[src/verilog/pbcl_regs.svh]
`ifndef PBCL_REGS_SVH
`define PBCL_REGS_SVH

// Register byte offsets on the Wishbone slave.
`define PBCL_ADR_CTRL          4'h0
`define PBCL_ADR_LEN           4'h4
`define PBCL_ADR_STAT          4'h8
`define PBCL_ADR_UIO           4'hC

// Control register fields.
`define PBCL_CTRL_QUAD         0
`define PBCL_CTRL_USERCLK      1
`define PBCL_CTRL_AUTORST      2
`define PBCL_CTRL_USERIO       3
`define PBCL_CTRL_W            4
`define PBCL_CTRL_RST          4'h0

// Stream length register.
`define PBCL_LEN_W             16
`define PBCL_LEN_RST           16'h0100

// Status register fields.
`define PBCL_STAT_STATE_LSB    16
`define PBCL_STAT_STATUS_LINE  19
`define PBCL_STAT_LOAD_LINE    20
`define PBCL_STAT_INIT_DRIVE   21
`define PBCL_STAT_ERROR        22
`define PBCL_STAT_CHAIN_OUT    23

// User data register reset value.
`define PBCL_UIO_RST           8'h00

// Stream layout: header byte first, option byte second.
`define PBCL_SYNC_BYTE         8'hA5
`define PBCL_OPT_INIT_BIT      0

// Timing figures.
`define PBCL_CLK_PERIOD_NS     10
`define PBCL_CONFIGURATION_CLOCK_MAX_PERIOD_NS 10
`define PBCL_CD2CU_NS          (4 * `PBCL_CONFIGURATION_CLOCK_MAX_PERIOD_NS)
`define PBCL_CD2CU_CYC \
  ((`PBCL_CD2CU_NS + `PBCL_CLK_PERIOD_NS - 1) / `PBCL_CLK_PERIOD_NS)
`define PBCL_INIT_US           20
`define PBCL_INIT_CYC \
  ((`PBCL_INIT_US * 1000 + `PBCL_CLK_PERIOD_NS - 1) / `PBCL_CLK_PERIOD_NS)
`define PBCL_ERR_TIMEOUT_US    100
`define PBCL_ERR_TIMEOUT_CYC \
  ((`PBCL_ERR_TIMEOUT_US * 1000) / `PBCL_CLK_PERIOD_NS)
`define PBCL_USER_CLK_CYCLES   299
`define PBCL_QUAD_PHASES       4

`endif

[src/verilog/pbcl_pkg.sv]
package pbcl_pkg;

  typedef enum logic [2:0] {
    PBCL_ST_RESET     = 3'h0,
    PBCL_ST_WAIT_STAT = 3'h1,
    PBCL_ST_LOAD      = 3'h3,
    PBCL_ST_WAIT_DONE = 3'h2,
    PBCL_ST_INIT      = 3'h6,
    PBCL_ST_USER      = 3'h7,
    PBCL_ST_ERROR     = 3'h5
  } pbcl_state_t;

  typedef enum logic [1:0] {
    PBCL_SU_IDLE  = 2'h0,
    PBCL_SU_DELAY = 2'h1,
    PBCL_SU_COUNT = 2'h3,
    PBCL_SU_DONE  = 2'h2
  } pbcl_su_state_t;

endpackage

[src/verilog/pbcl_loader.sv]
// Local design decisions: the Wishbone register port and the placing of the registers.
`timescale 1ns/1ps
`include "pbcl_regs.svh"
module pbcl_loader #(
  parameter int ERR_TIMEOUT_CYC = `PBCL_ERR_TIMEOUT_CYC
) (
  input  wire logic        clk_sys_in,
  input  wire logic        sys_rst_in,
  input  wire logic        wb_cyc_in,
  input  wire logic        wb_stb_in,
  input  wire logic        wb_we_in,
  input  wire logic [3:0]  wb_adr_in,
  input  wire logic [3:0]  wb_sel_in,
  input  wire logic [31:0] wb_dat_in,
  output logic      [31:0] wb_dat_out,
  output logic             wb_ack_out,
  input  wire logic        config_request_line_n_in,
  input  wire logic        config_status_line_in,
  output logic             config_status_line_oe_out,
  input  wire logic        load_complete_flag_in,
  output logic             load_complete_flag_oe_out,
  output logic             startup_complete_oe_out,
  input  wire logic        configuration_clock_in,
  input  wire logic        user_startup_clock_in,
  input  wire logic [7:0]  config_data_in,
  output logic      [7:0]  config_data_out,
  output logic             config_data_oe_out,
  input  wire logic        chain_enable_n_in,
  output logic             chain_enable_n_out
);
  localparam logic [13:0] ERR_LAST = 14'(ERR_TIMEOUT_CYC - 1);
  // Pin synchronisers: data is sampled in the same stages as its clock.
  logic [13:0] pins_sync;
  logic        req_s;
  logic        stat_s;
  logic        load_s;
  logic        configuration_clock_s;
  logic        uclk_s;
  logic        cen_n_s;
  logic [7:0]  data_s;
  pbcl_sync #(
    .WIDTH(14)
  ) u_sync (
    .clk_sys_in (clk_sys_in),
    .sys_rst_in (sys_rst_in),
    .async_in   ({config_request_line_n_in, config_status_line_in,
                  load_complete_flag_in, configuration_clock_in,
                  user_startup_clock_in, chain_enable_n_in,
                  config_data_in}),
    .sync_out   (pins_sync)
  );
  assign req_s   = pins_sync[13];
  assign stat_s  = pins_sync[12];
  assign load_s  = pins_sync[11];
  assign configuration_clock_s  = pins_sync[10];
  assign uclk_s  = pins_sync[9];
  assign cen_n_s = pins_sync[8];
  assign data_s  = pins_sync[7:0];
  // Software registers.
  logic [`PBCL_CTRL_W-1:0] ctrl;
  logic [`PBCL_LEN_W-1:0]  len;
  logic [7:0]              uio;
  logic [`PBCL_CTRL_W-1:0] next_ctrl;
  logic [`PBCL_LEN_W-1:0]  next_len;
  logic [7:0]              next_uio;
  logic [31:0]             next_wb_dat;
  logic                    next_wb_ack;
  logic [7:0]              next_data_out;
  logic                    next_data_oe;
  // Loader state.
  pbcl_pkg::pbcl_state_t   state;
  pbcl_pkg::pbcl_state_t   next_state;
  logic [`PBCL_LEN_W-1:0]  byte_cnt;
  logic [`PBCL_LEN_W-1:0]  next_byte_cnt;
  logic [1:0]              phase;
  logic [1:0]              next_phase;
  logic [13:0]             err_cnt;
  logic [13:0]             next_err_cnt;
  logic                    err_seen;
  logic                    next_err_seen;
  logic                    configuration_clock_d;
  logic                    uclk_d;
  logic                    next_stat_oe;
  logic                    next_load_oe;
  logic                    next_init_oe;
  logic                    next_cen_out_n;
  logic                    run_init;
  logic                    next_run_init;
  logic                    init_done;
  logic                    configuration_clock_rise;
  logic                    uclk_rise;
  logic                    take_byte;
  assign configuration_clock_rise = configuration_clock_s & ~configuration_clock_d;
  assign uclk_rise = uclk_s & ~uclk_d;
  // The chain enable gates capture, so a disabled device just watches.
  assign take_byte = configuration_clock_rise && !cen_n_s &&
                     (!ctrl[`PBCL_CTRL_QUAD] || phase == 2'h0);
  // The user clock drives the startup counter only when PBCL_CTRL_USERCLK is set, never the capture.
  pbcl_startup u_startup (
    .clk_sys_in       (clk_sys_in),
    .sys_rst_in       (sys_rst_in),
    .run_in           (run_init),
    .use_user_clk_in  (ctrl[`PBCL_CTRL_USERCLK]),
    .user_clk_rise_in (uclk_rise),
    .done_out         (init_done)
  );
  always_comb begin
    next_state     = state;
    next_byte_cnt  = byte_cnt;
    next_phase     = phase;
    next_err_cnt   = err_cnt;
    next_err_seen  = err_seen;
    next_stat_oe   = config_status_line_oe_out;
    next_load_oe   = load_complete_flag_oe_out;
    next_init_oe   = startup_complete_oe_out;
    next_cen_out_n = chain_enable_n_out;
    next_run_init  = 1'b0;
    case (state)
      pbcl_pkg::PBCL_ST_RESET: begin
        if (req_s) begin
          next_stat_oe = 1'b0;
          next_state   = pbcl_pkg::PBCL_ST_WAIT_STAT;
        end
      end
      pbcl_pkg::PBCL_ST_WAIT_STAT: begin
        next_stat_oe   = 1'b0;
        next_load_oe   = 1'b1;
        next_init_oe   = 1'b0;
        next_cen_out_n = 1'b1;
        next_byte_cnt  = '0;
        next_phase     = 2'h0;
        if (stat_s) begin
          next_state = pbcl_pkg::PBCL_ST_LOAD;
        end
      end
      pbcl_pkg::PBCL_ST_LOAD, pbcl_pkg::PBCL_ST_WAIT_DONE: begin
        if (!stat_s) begin
          // Another device flagged an error on the shared line.
          next_state = pbcl_pkg::PBCL_ST_WAIT_STAT;
        end else begin
          if (configuration_clock_rise && !cen_n_s && ctrl[`PBCL_CTRL_QUAD]) begin
            next_phase = phase + 2'h1;
          end
          if (take_byte && byte_cnt != len) begin
            next_byte_cnt = byte_cnt + 16'h0001;
            if (byte_cnt == 16'h0000 && data_s != `PBCL_SYNC_BYTE) begin
              next_stat_oe  = 1'b1;
              next_err_seen = 1'b1;
              next_err_cnt  = 14'h0000;
              next_state    = pbcl_pkg::PBCL_ST_ERROR;
            end else begin
              if (byte_cnt == 16'h0001 && data_s[`PBCL_OPT_INIT_BIT]) begin
                next_init_oe = 1'b1;
              end
              if (byte_cnt + 16'h0001 == len - 16'h0001) begin
                next_load_oe = 1'b0;
                next_state   = pbcl_pkg::PBCL_ST_WAIT_DONE;
              end
              if (byte_cnt + 16'h0001 == len) begin
                next_cen_out_n = 1'b0;
              end
            end
          end
          if (state == pbcl_pkg::PBCL_ST_WAIT_DONE && load_s &&
              byte_cnt == len) begin
            // Every device on the shared line starts together.
            next_run_init = 1'b1;
            next_state    = pbcl_pkg::PBCL_ST_INIT;
          end
        end
      end
      pbcl_pkg::PBCL_ST_INIT: begin
        next_run_init = 1'b1;
        if (!stat_s) begin
          next_run_init = 1'b0;
          next_state    = pbcl_pkg::PBCL_ST_WAIT_STAT;
        end else if (init_done) begin
          next_init_oe = 1'b0;
          next_state   = pbcl_pkg::PBCL_ST_USER;
        end
      end
      pbcl_pkg::PBCL_ST_USER: next_init_oe = 1'b0;
      pbcl_pkg::PBCL_ST_ERROR: begin
        next_stat_oe  = 1'b1;
        next_load_oe  = 1'b1;
        next_init_oe  = 1'b0;
        next_byte_cnt = '0;
        if (ctrl[`PBCL_CTRL_AUTORST]) begin
          next_err_cnt = err_cnt + 14'h0001;
          if (err_cnt == ERR_LAST) begin
            next_stat_oe = 1'b0;
            next_state   = pbcl_pkg::PBCL_ST_WAIT_STAT;
          end
        end
      end
      default: next_state = pbcl_pkg::PBCL_ST_RESET;
    endcase
    // A low request overrides everything and restarts the whole cycle.
    if (!req_s) begin
      next_state     = pbcl_pkg::PBCL_ST_RESET;
      next_stat_oe   = 1'b1;
      next_load_oe   = 1'b1;
      next_init_oe   = 1'b0;
      next_cen_out_n = 1'b1;
      next_run_init  = 1'b0;
      next_byte_cnt  = '0;
      next_phase     = 2'h0;
      next_err_cnt   = 14'h0000;
    end
  end
  always_ff @(posedge clk_sys_in or posedge sys_rst_in) begin
    if (sys_rst_in) begin
      state                     <= pbcl_pkg::PBCL_ST_RESET;
      byte_cnt                  <= '0;
      phase                     <= 2'h0;
      err_cnt                   <= 14'h0000;
      err_seen                  <= 1'b0;
      configuration_clock_d                    <= 1'b0;
      uclk_d                    <= 1'b0;
      config_status_line_oe_out <= 1'b1;
      load_complete_flag_oe_out <= 1'b1;
      startup_complete_oe_out   <= 1'b0;
      chain_enable_n_out        <= 1'b1;
      run_init                  <= 1'b0;
    end else begin
      state                     <= next_state;
      byte_cnt                  <= next_byte_cnt;
      phase                     <= next_phase;
      err_cnt                   <= next_err_cnt;
      err_seen                  <= next_err_seen;
      configuration_clock_d                    <= configuration_clock_s;
      uclk_d                    <= uclk_s;
      config_status_line_oe_out <= next_stat_oe;
      load_complete_flag_oe_out <= next_load_oe;
      startup_complete_oe_out   <= next_init_oe;
      chain_enable_n_out        <= next_cen_out_n;
      run_init                  <= next_run_init;
    end
  end
  // Wishbone slave: one wait state, unmapped reads return zero.
  always_comb begin
    next_ctrl     = ctrl;
    next_len      = len;
    next_uio      = uio;
    next_wb_dat   = 32'h0000_0000;
    next_wb_ack   = wb_cyc_in & wb_stb_in & ~wb_ack_out;
    if (next_wb_ack && wb_we_in) begin
      case (wb_adr_in)
        `PBCL_ADR_CTRL: begin
          if (wb_sel_in[0]) begin
            next_ctrl = wb_dat_in[`PBCL_CTRL_W-1:0];
          end
        end
        `PBCL_ADR_LEN: begin
          if (wb_sel_in[0]) begin
            next_len[7:0] = wb_dat_in[7:0];
          end
          if (wb_sel_in[1]) begin
            next_len[15:8] = wb_dat_in[15:8];
          end
        end
        `PBCL_ADR_UIO: begin
          if (wb_sel_in[0]) begin
            next_uio = wb_dat_in[7:0];
          end
        end
        default: next_uio = uio;
      endcase
    end
    if (next_wb_ack && !wb_we_in) begin
      case (wb_adr_in)
        `PBCL_ADR_CTRL: next_wb_dat[`PBCL_CTRL_W-1:0] = ctrl;
        `PBCL_ADR_LEN:  next_wb_dat[15:0] = len;
        `PBCL_ADR_STAT: begin
          next_wb_dat[15:0]                   = byte_cnt;
          next_wb_dat[`PBCL_STAT_STATE_LSB+:3] = state;
          next_wb_dat[`PBCL_STAT_STATUS_LINE] = stat_s;
          next_wb_dat[`PBCL_STAT_LOAD_LINE]   = load_s;
          next_wb_dat[`PBCL_STAT_INIT_DRIVE]  = startup_complete_oe_out;
          next_wb_dat[`PBCL_STAT_ERROR]       = err_seen;
          next_wb_dat[`PBCL_STAT_CHAIN_OUT]   = chain_enable_n_out;
        end
        `PBCL_ADR_UIO:  next_wb_dat[7:0] = uio;
        default:        next_wb_dat = 32'h0000_0000;
      endcase
    end
    // Byte pins only drive in user mode when software claims them.
    next_data_out = uio;
    next_data_oe  = (state == pbcl_pkg::PBCL_ST_USER) && req_s &&
                    ctrl[`PBCL_CTRL_USERIO];
  end

  always_ff @(posedge clk_sys_in or posedge sys_rst_in) begin
    if (sys_rst_in) begin
      ctrl               <= `PBCL_CTRL_RST;
      len                <= `PBCL_LEN_RST;
      uio                <= `PBCL_UIO_RST;
      wb_dat_out         <= 32'h0000_0000;
      wb_ack_out         <= 1'b0;
      config_data_out    <= 8'h00;
      config_data_oe_out <= 1'b0;
    end else begin
      ctrl               <= next_ctrl;
      len                <= next_len;
      uio                <= next_uio;
      wb_dat_out         <= next_wb_dat;
      wb_ack_out         <= next_wb_ack;
      config_data_out    <= next_data_out;
      config_data_oe_out <= next_data_oe;
    end
  end

endmodule

[src/verilog/pbcl_startup.sv]
`timescale 1ns/1ps
`include "pbcl_regs.svh"
module pbcl_startup (
  input  wire logic clk_sys_in,
  input  wire logic sys_rst_in,
  input  wire logic run_in,
  input  wire logic use_user_clk_in,
  input  wire logic user_clk_rise_in,
  output logic      done_out
);

  localparam logic [11:0] DELAY_CYC = 12'(`PBCL_CD2CU_CYC);
  localparam logic [11:0] USER_CYC  = 12'(`PBCL_USER_CLK_CYCLES);
  localparam logic [11:0] OSC_CYC   = 12'(`PBCL_INIT_CYC);

  pbcl_pkg::pbcl_su_state_t state;
  pbcl_pkg::pbcl_su_state_t next_state;
  logic [11:0]              cnt;
  logic [11:0]              next_cnt;
  logic                     next_done;

  always_comb begin
    next_state = state;
    next_cnt   = cnt;
    next_done  = done_out;
    case (state)
      pbcl_pkg::PBCL_SU_IDLE: begin
        next_done = 1'b0;
        next_cnt  = 12'h000;
        if (run_in) begin
          next_state = use_user_clk_in ? pbcl_pkg::PBCL_SU_DELAY
                                       : pbcl_pkg::PBCL_SU_COUNT;
        end
      end
      pbcl_pkg::PBCL_SU_DELAY: begin
        // The user clock is ignored until the post-load delay runs out.
        next_cnt = cnt + 12'h001;
        if (cnt == DELAY_CYC - 12'h001) begin
          next_cnt   = 12'h000;
          next_state = pbcl_pkg::PBCL_SU_COUNT;
        end
      end
      pbcl_pkg::PBCL_SU_COUNT: begin
        if (use_user_clk_in) begin
          if (user_clk_rise_in) begin
            next_cnt = cnt + 12'h001;
            if (cnt == USER_CYC - 12'h001) begin
              next_state = pbcl_pkg::PBCL_SU_DONE;
            end
          end
        end else begin
          next_cnt = cnt + 12'h001;
          if (cnt == OSC_CYC - 12'h001) begin
            next_state = pbcl_pkg::PBCL_SU_DONE;
          end
        end
      end
      pbcl_pkg::PBCL_SU_DONE: begin
        next_done = 1'b1;
      end
      default: begin
        next_state = pbcl_pkg::PBCL_SU_IDLE;
      end
    endcase
    if (!run_in) begin
      next_state = pbcl_pkg::PBCL_SU_IDLE;
      next_done  = 1'b0;
      next_cnt   = 12'h000;
    end
  end

  always_ff @(posedge clk_sys_in or posedge sys_rst_in) begin
    if (sys_rst_in) begin
      state    <= pbcl_pkg::PBCL_SU_IDLE;
      cnt      <= 12'h000;
      done_out <= 1'b0;
    end else begin
      state    <= next_state;
      cnt      <= next_cnt;
      done_out <= next_done;
    end
  end

endmodule

[src/verilog/pbcl_sync.sv]
`timescale 1ns/1ps
module pbcl_sync #(
  parameter int WIDTH = 13
) (
  input  wire logic             clk_sys_in,
  input  wire logic             sys_rst_in,
  input  wire logic [WIDTH-1:0] async_in,
  output logic      [WIDTH-1:0] sync_out
);

  logic [WIDTH-1:0] meta;
  logic [WIDTH-1:0] next_meta;
  logic [WIDTH-1:0] next_sync;

  // Only the second stage may be looked at, so metastability stays here.
  always_comb begin
    next_meta = async_in;
    next_sync = meta;
  end

  always_ff @(posedge clk_sys_in or posedge sys_rst_in) begin
    if (sys_rst_in) begin
      meta     <= '0;
      sync_out <= '0;
    end else begin
      meta     <= next_meta;
      sync_out <= next_sync;
    end
  end

endmodule
[config.mk]
export PLATFORM = sky130hd
export DESIGN_NAME = pbcl_loader
export DESIGN_NICKNAME = d
export VERILOG_FILES = /design/src/verilog/pbcl_pkg.sv /design/src/verilog/pbcl_loader.sv /design/src/verilog/pbcl_startup.sv /design/src/verilog/pbcl_sync.sv
export VERILOG_INCLUDE_DIRS = /design/src /design/src/verilog
export SDC_FILE = /design/constraint.sdc
export NUM_CORES = 1
export LEC_CHECK = 0
export BUFFER_PORTS_ARGS = -buffer_cell sky130_fd_sc_hd__buf_4
export CORE_MARGIN = 2
export CORE_UTILIZATION = 52
export DETAILED_ROUTE_END_ITERATION = 10
export PLACE_DENSITY = 0.83
export SYNTH_ARGS = -nofsm -noshare
export SYNTH_HDL_FRONTEND = slang
export SYNTH_HIERARCHICAL = 1
export SYNTH_SLANG_ARGS = --single-unit
[constraint.sdc]
create_clock -name clk_sys_in -period 2.9 [get_ports clk_sys_in]
set_input_delay 0.145 -clock clk_sys_in [delete_from_list [all_inputs] [get_ports clk_sys_in]]
set_output_delay 0.145 -clock clk_sys_in [all_outputs]
set_load 0.03 [all_outputs]
==> run_results.csv <==
group,metric,value,unit
run_status,status,"finished clean",
routing,route.detailed.drc,0,
logic_synthesis,synth_top_family_by_area,"simple AND/OR/NAND/NOR gates",
clock_tree,htreeDepth,4,
logic_synthesis,synth-compound-area-share,0.118,
clock_tree,cts_buffer_depth,2,
logic_synthesis,synth.area.top_cells,"dfrtp_1 48%, mux2_2 4.5%, xnor2_1 3.4%",
grt,use_met3,0.0545,
grt,met1_usage,0.359,
min_path,hold_class,"input port to flip-flop",
grt,grt_pass1_wl,29600,µm
final_layout,fin_nets,925,
flow_run,max_cap_violations,0,
final_layout,mostFrequentLayoutCells,"142 x dfrtp_1, 128 x buf_4, 53 x nor2_1, 48 x nand2_1, 33 x dlygate4sd3_1",
power,leakage,4.21,nW
critical_path,critical_path_class,"flip-flop to flip-flop",
grt,grt_use_met2,0.393,
final_layout,nFillCells,1007,
place,numPortBuffers,78,
logic_synthesis,synthAdderAreaFrac,0.0151,
die,fp.coreArea,0.0139,mm²
routing,routed_via_density,5.82,
final_layout,area_growth,26.6,%
logic_synthesis,async_flop_share,1.00,
power,p_per_area,530,mW/mm²
sta,rsz0062_at_grt,"false",
final_layout,diodes,0,
sta,min_period,2.75,ns
logic_synthesis,ys_warn_count,6,
clock_tree,clk_pin_slew,0.06,ns
logic_synthesis,yosys.area.top_type_share,0.484,
critical_path,critPathMaxStageDelay,0.54,ns
logic_synthesis,synth-edff-count,0,
sta,setup_violations,0,
sta,hold_viol_final,0,
die,num_rows,43,
sta,fin_crit_sh,0.949,
critical_path,path_buf_inv,0,
routing,drtPass1Iterations,6,
logic_synthesis,synthCells,713,
place,dp_hpwl,12500,µm
clock_tree,clock_latency,0.43,ns
routing,wl,18100,µm
grt,grt_usage,0.252,
clock_tree,root_buffer,"clkbuf_16",
sta,fin_skew,0.0132,ns
power,vdd_drop_max,0.546,mV
critical_path,worstPathCellList,"or4_4 -> or3_1 -> or3_1 -> nand2b_1 -> o21ai_1 -> a31oi_1 -> o211ai_2 -> and2_4 -> a31oi_1",
sta,finalMaxSlewViolations,0,
place,globalplace.congestion,0.909,
routing,vias,6106,
die,pin_count,105,
critical_path,slowest_stage,"or4_4",
final_layout,final_core_util,0.676,
final_layout,multi_input_area,0.00351,mm²
logic_synthesis,yosysTopAreaCell,"dfrtp_1",
place,place_area,0.00844,mm²
final_layout,final_layout_size_suffix_gt1_frac,0.257,
logic_synthesis,synth_mux_area_frac,0.0594,
die,dieArea,0.0153,mm²
logic_synthesis,seq_area_frac_synth,0.498,
grt,grt_pass1_vias,5854,
clock_tree,clock_sinks,148,
grt,grt_max_degree,106,
grt,grt_overflow_total,0,
logic_synthesis,synthesis.area,0.00744,mm²
sta,relSlewSlack,0.301,
grt,antenna_found_initial,0,
logic_synthesis,synth_cell_types,73,
logic_synthesis,synthFlopType,"dfrtp_1",
routing,drt-initial-drc-count,707,
critical_path,critPathCaptureType,"flip-flop",
routing,wl_per_cell,17.2,µm
critical_path,worst_setup_path_start_kind,"flip-flop",
clock_tree,tritoncts,"yes",
sta,fmax,364,MHz
logic_synthesis,synth_area_per_cell,10.4,µm²
sta,fin_ws,0.149,ns
final_layout,fin_area,0.00942,mm²
logic_synthesis,synthSimpleGateAreaFrac,0.195,
critical_path,worst_ep_required_time,3.20,ns
die,start_util,0.534,
critical_path,cp_max_fo,5,
critical_path,critPathTopFamily,"simple AND/OR/NAND/NOR gates",
logic_synthesis,synth_xor_area_frac,0.0745,
routing,ant_nets,0,
final_layout,ff_latch_area,0.00371,mm²
final_layout,final_common_cell,"dfrtp_1",
logic_synthesis,synth_seq_cells,148,
grt,busiest_layer,"met2",
sta,tightest_slew,1.05,ns
clock_tree,cts_buffers,17,
place,place_ws,0.0961,ns
die,die_w,124,µm
critical_path,worst-endpoint-arrival,3.05,ns
sta,fin_tns_setup,0,ns
die,die-height,124,µm
[tightest hold or removal path, cell delays in order]
cell     delay (ns)
buf_4          0.17
a22oi_1        0.08
nor2_1         0.08
[cells in the mapped netlist (3+ instances only)]
library cell	number
a21boi_0	5
a21o_1	5
a21oi_1	22
a22oi_1	12
a31oi_1	11
and2_1	4
and3_1	14
buf_2	8
buf_4	8
buf_6	3
clkbuf_1	24
dfrtp_1	144
dfstp_2	4
ha_1	9
inv_1	18
mux2_2	30
mux4_2	3
nand2_1	48
nand2b_1	11
nand3_1	25
nand3b_1	3
nand4_1	21
nor2_1	54
nor2b_1	11
nor3_1	19
nor4_1	20
o211ai_1	4
o21ai_0	21
o21ai_1	22
o22ai_1	3
o31a_1	3
o31ai_1	7
or2_2	3
or3_1	14
or4_1	10
xnor2_1	29
xnor3_1	5
xor2_1	16
[area by class of cell]
cell class	count	area share
clock buffers	19	0.0470
clock inverters	13	0.0157
repair buffers	162	0.139
multi-input cells	510	0.373
flip-flops and latches	148	0.394
well taps	180	0.0239
inverters	18	0.00744
[flip-flops by register name (all words and copies together), names as in the netlist, 2 cells and up]
| signal | cells |
|---|---|
| wb_dat_out | 24 |
| ctrl | 4 |
| err_cnt | 14 |
| len | 16 |
| u_sync/sync_out | 14 |
| state | 3 |
| phase | 2 |
| byte_cnt | 16 |
| u_startup/cnt | 12 |
| u_sync/meta | 14 |
| config_data_out | 8 |
| u_startup/state | 2 |
| next_data_out | 8 |
[final timing paths]
| kind | end | slack [ns] | depth (start not counted) | from |
|---|---|---|---|---|
| max | state[1] | 0.15 | 9 | len[7] |
| min | wb_dat_out[7] | 0.1 | 3 | wb_adr_in[2] |
| max reg2reg | state[1] | 0.15 | 9 | len[7] |
| min reg2reg | u_sync/sync_out[4] | 0.35 | 0 | u_sync/meta[4] |
| max in group asynchronous | u_sync/sync_out[3] | 1.69 | 3 | sys_rst_in |
| min in group asynchronous | u_startup/cnt[2] | 0.36 | 3 | sys_rst_in |
[power by group]
part / switching (mW) / internal [mW]
clock: 0.884 / 1.30
sequential: 0.0808 / 2.14
combinational: 0.306 / 0.278
[logic make-up (layout without fill, tap and decap cells)]
logic type      after synthesis  count (layout)
mux                          35              35
buf+inv                      62             212
simple gates                272             272
compound gates              134             134
xor+xnor                     52              52
flops                       148             148
fa+ha+maj                     9               9
other cells                   1               8
[per-stage QoR]
stage | power (mW) | cells | hold WS (ns)
after floorplan | 2.60 | 720 | 0.0465
final | 4.99 | 1050 | 0.0958
after CTS | 5.01 | 1049 | 0.0824
after global routing | 5.19 | 1050 | 0.135
after detailed placement | 2.79 | 984 | 0.255
after global placement | 2.78 | 984 | 0.255
[what timing repair did]
item | 4_1_cts | 5_1_grt
endpoints found under the setup margin | 0 | 7
gates resized for setup | 0 | 12
hold endpoints to repair | 159 | 0
hold buffers | 33 | 0
setup buffers | 0 | 1
[metal layers]
layer	vias to the layer above	part of all wire
met4	0	0.017
met1	2981	0.45
met3	35	0.067
met2	242	0.47
met5	-	0
li1	2848	-
No activity file was read; power rests on OpenSTA's default activity.
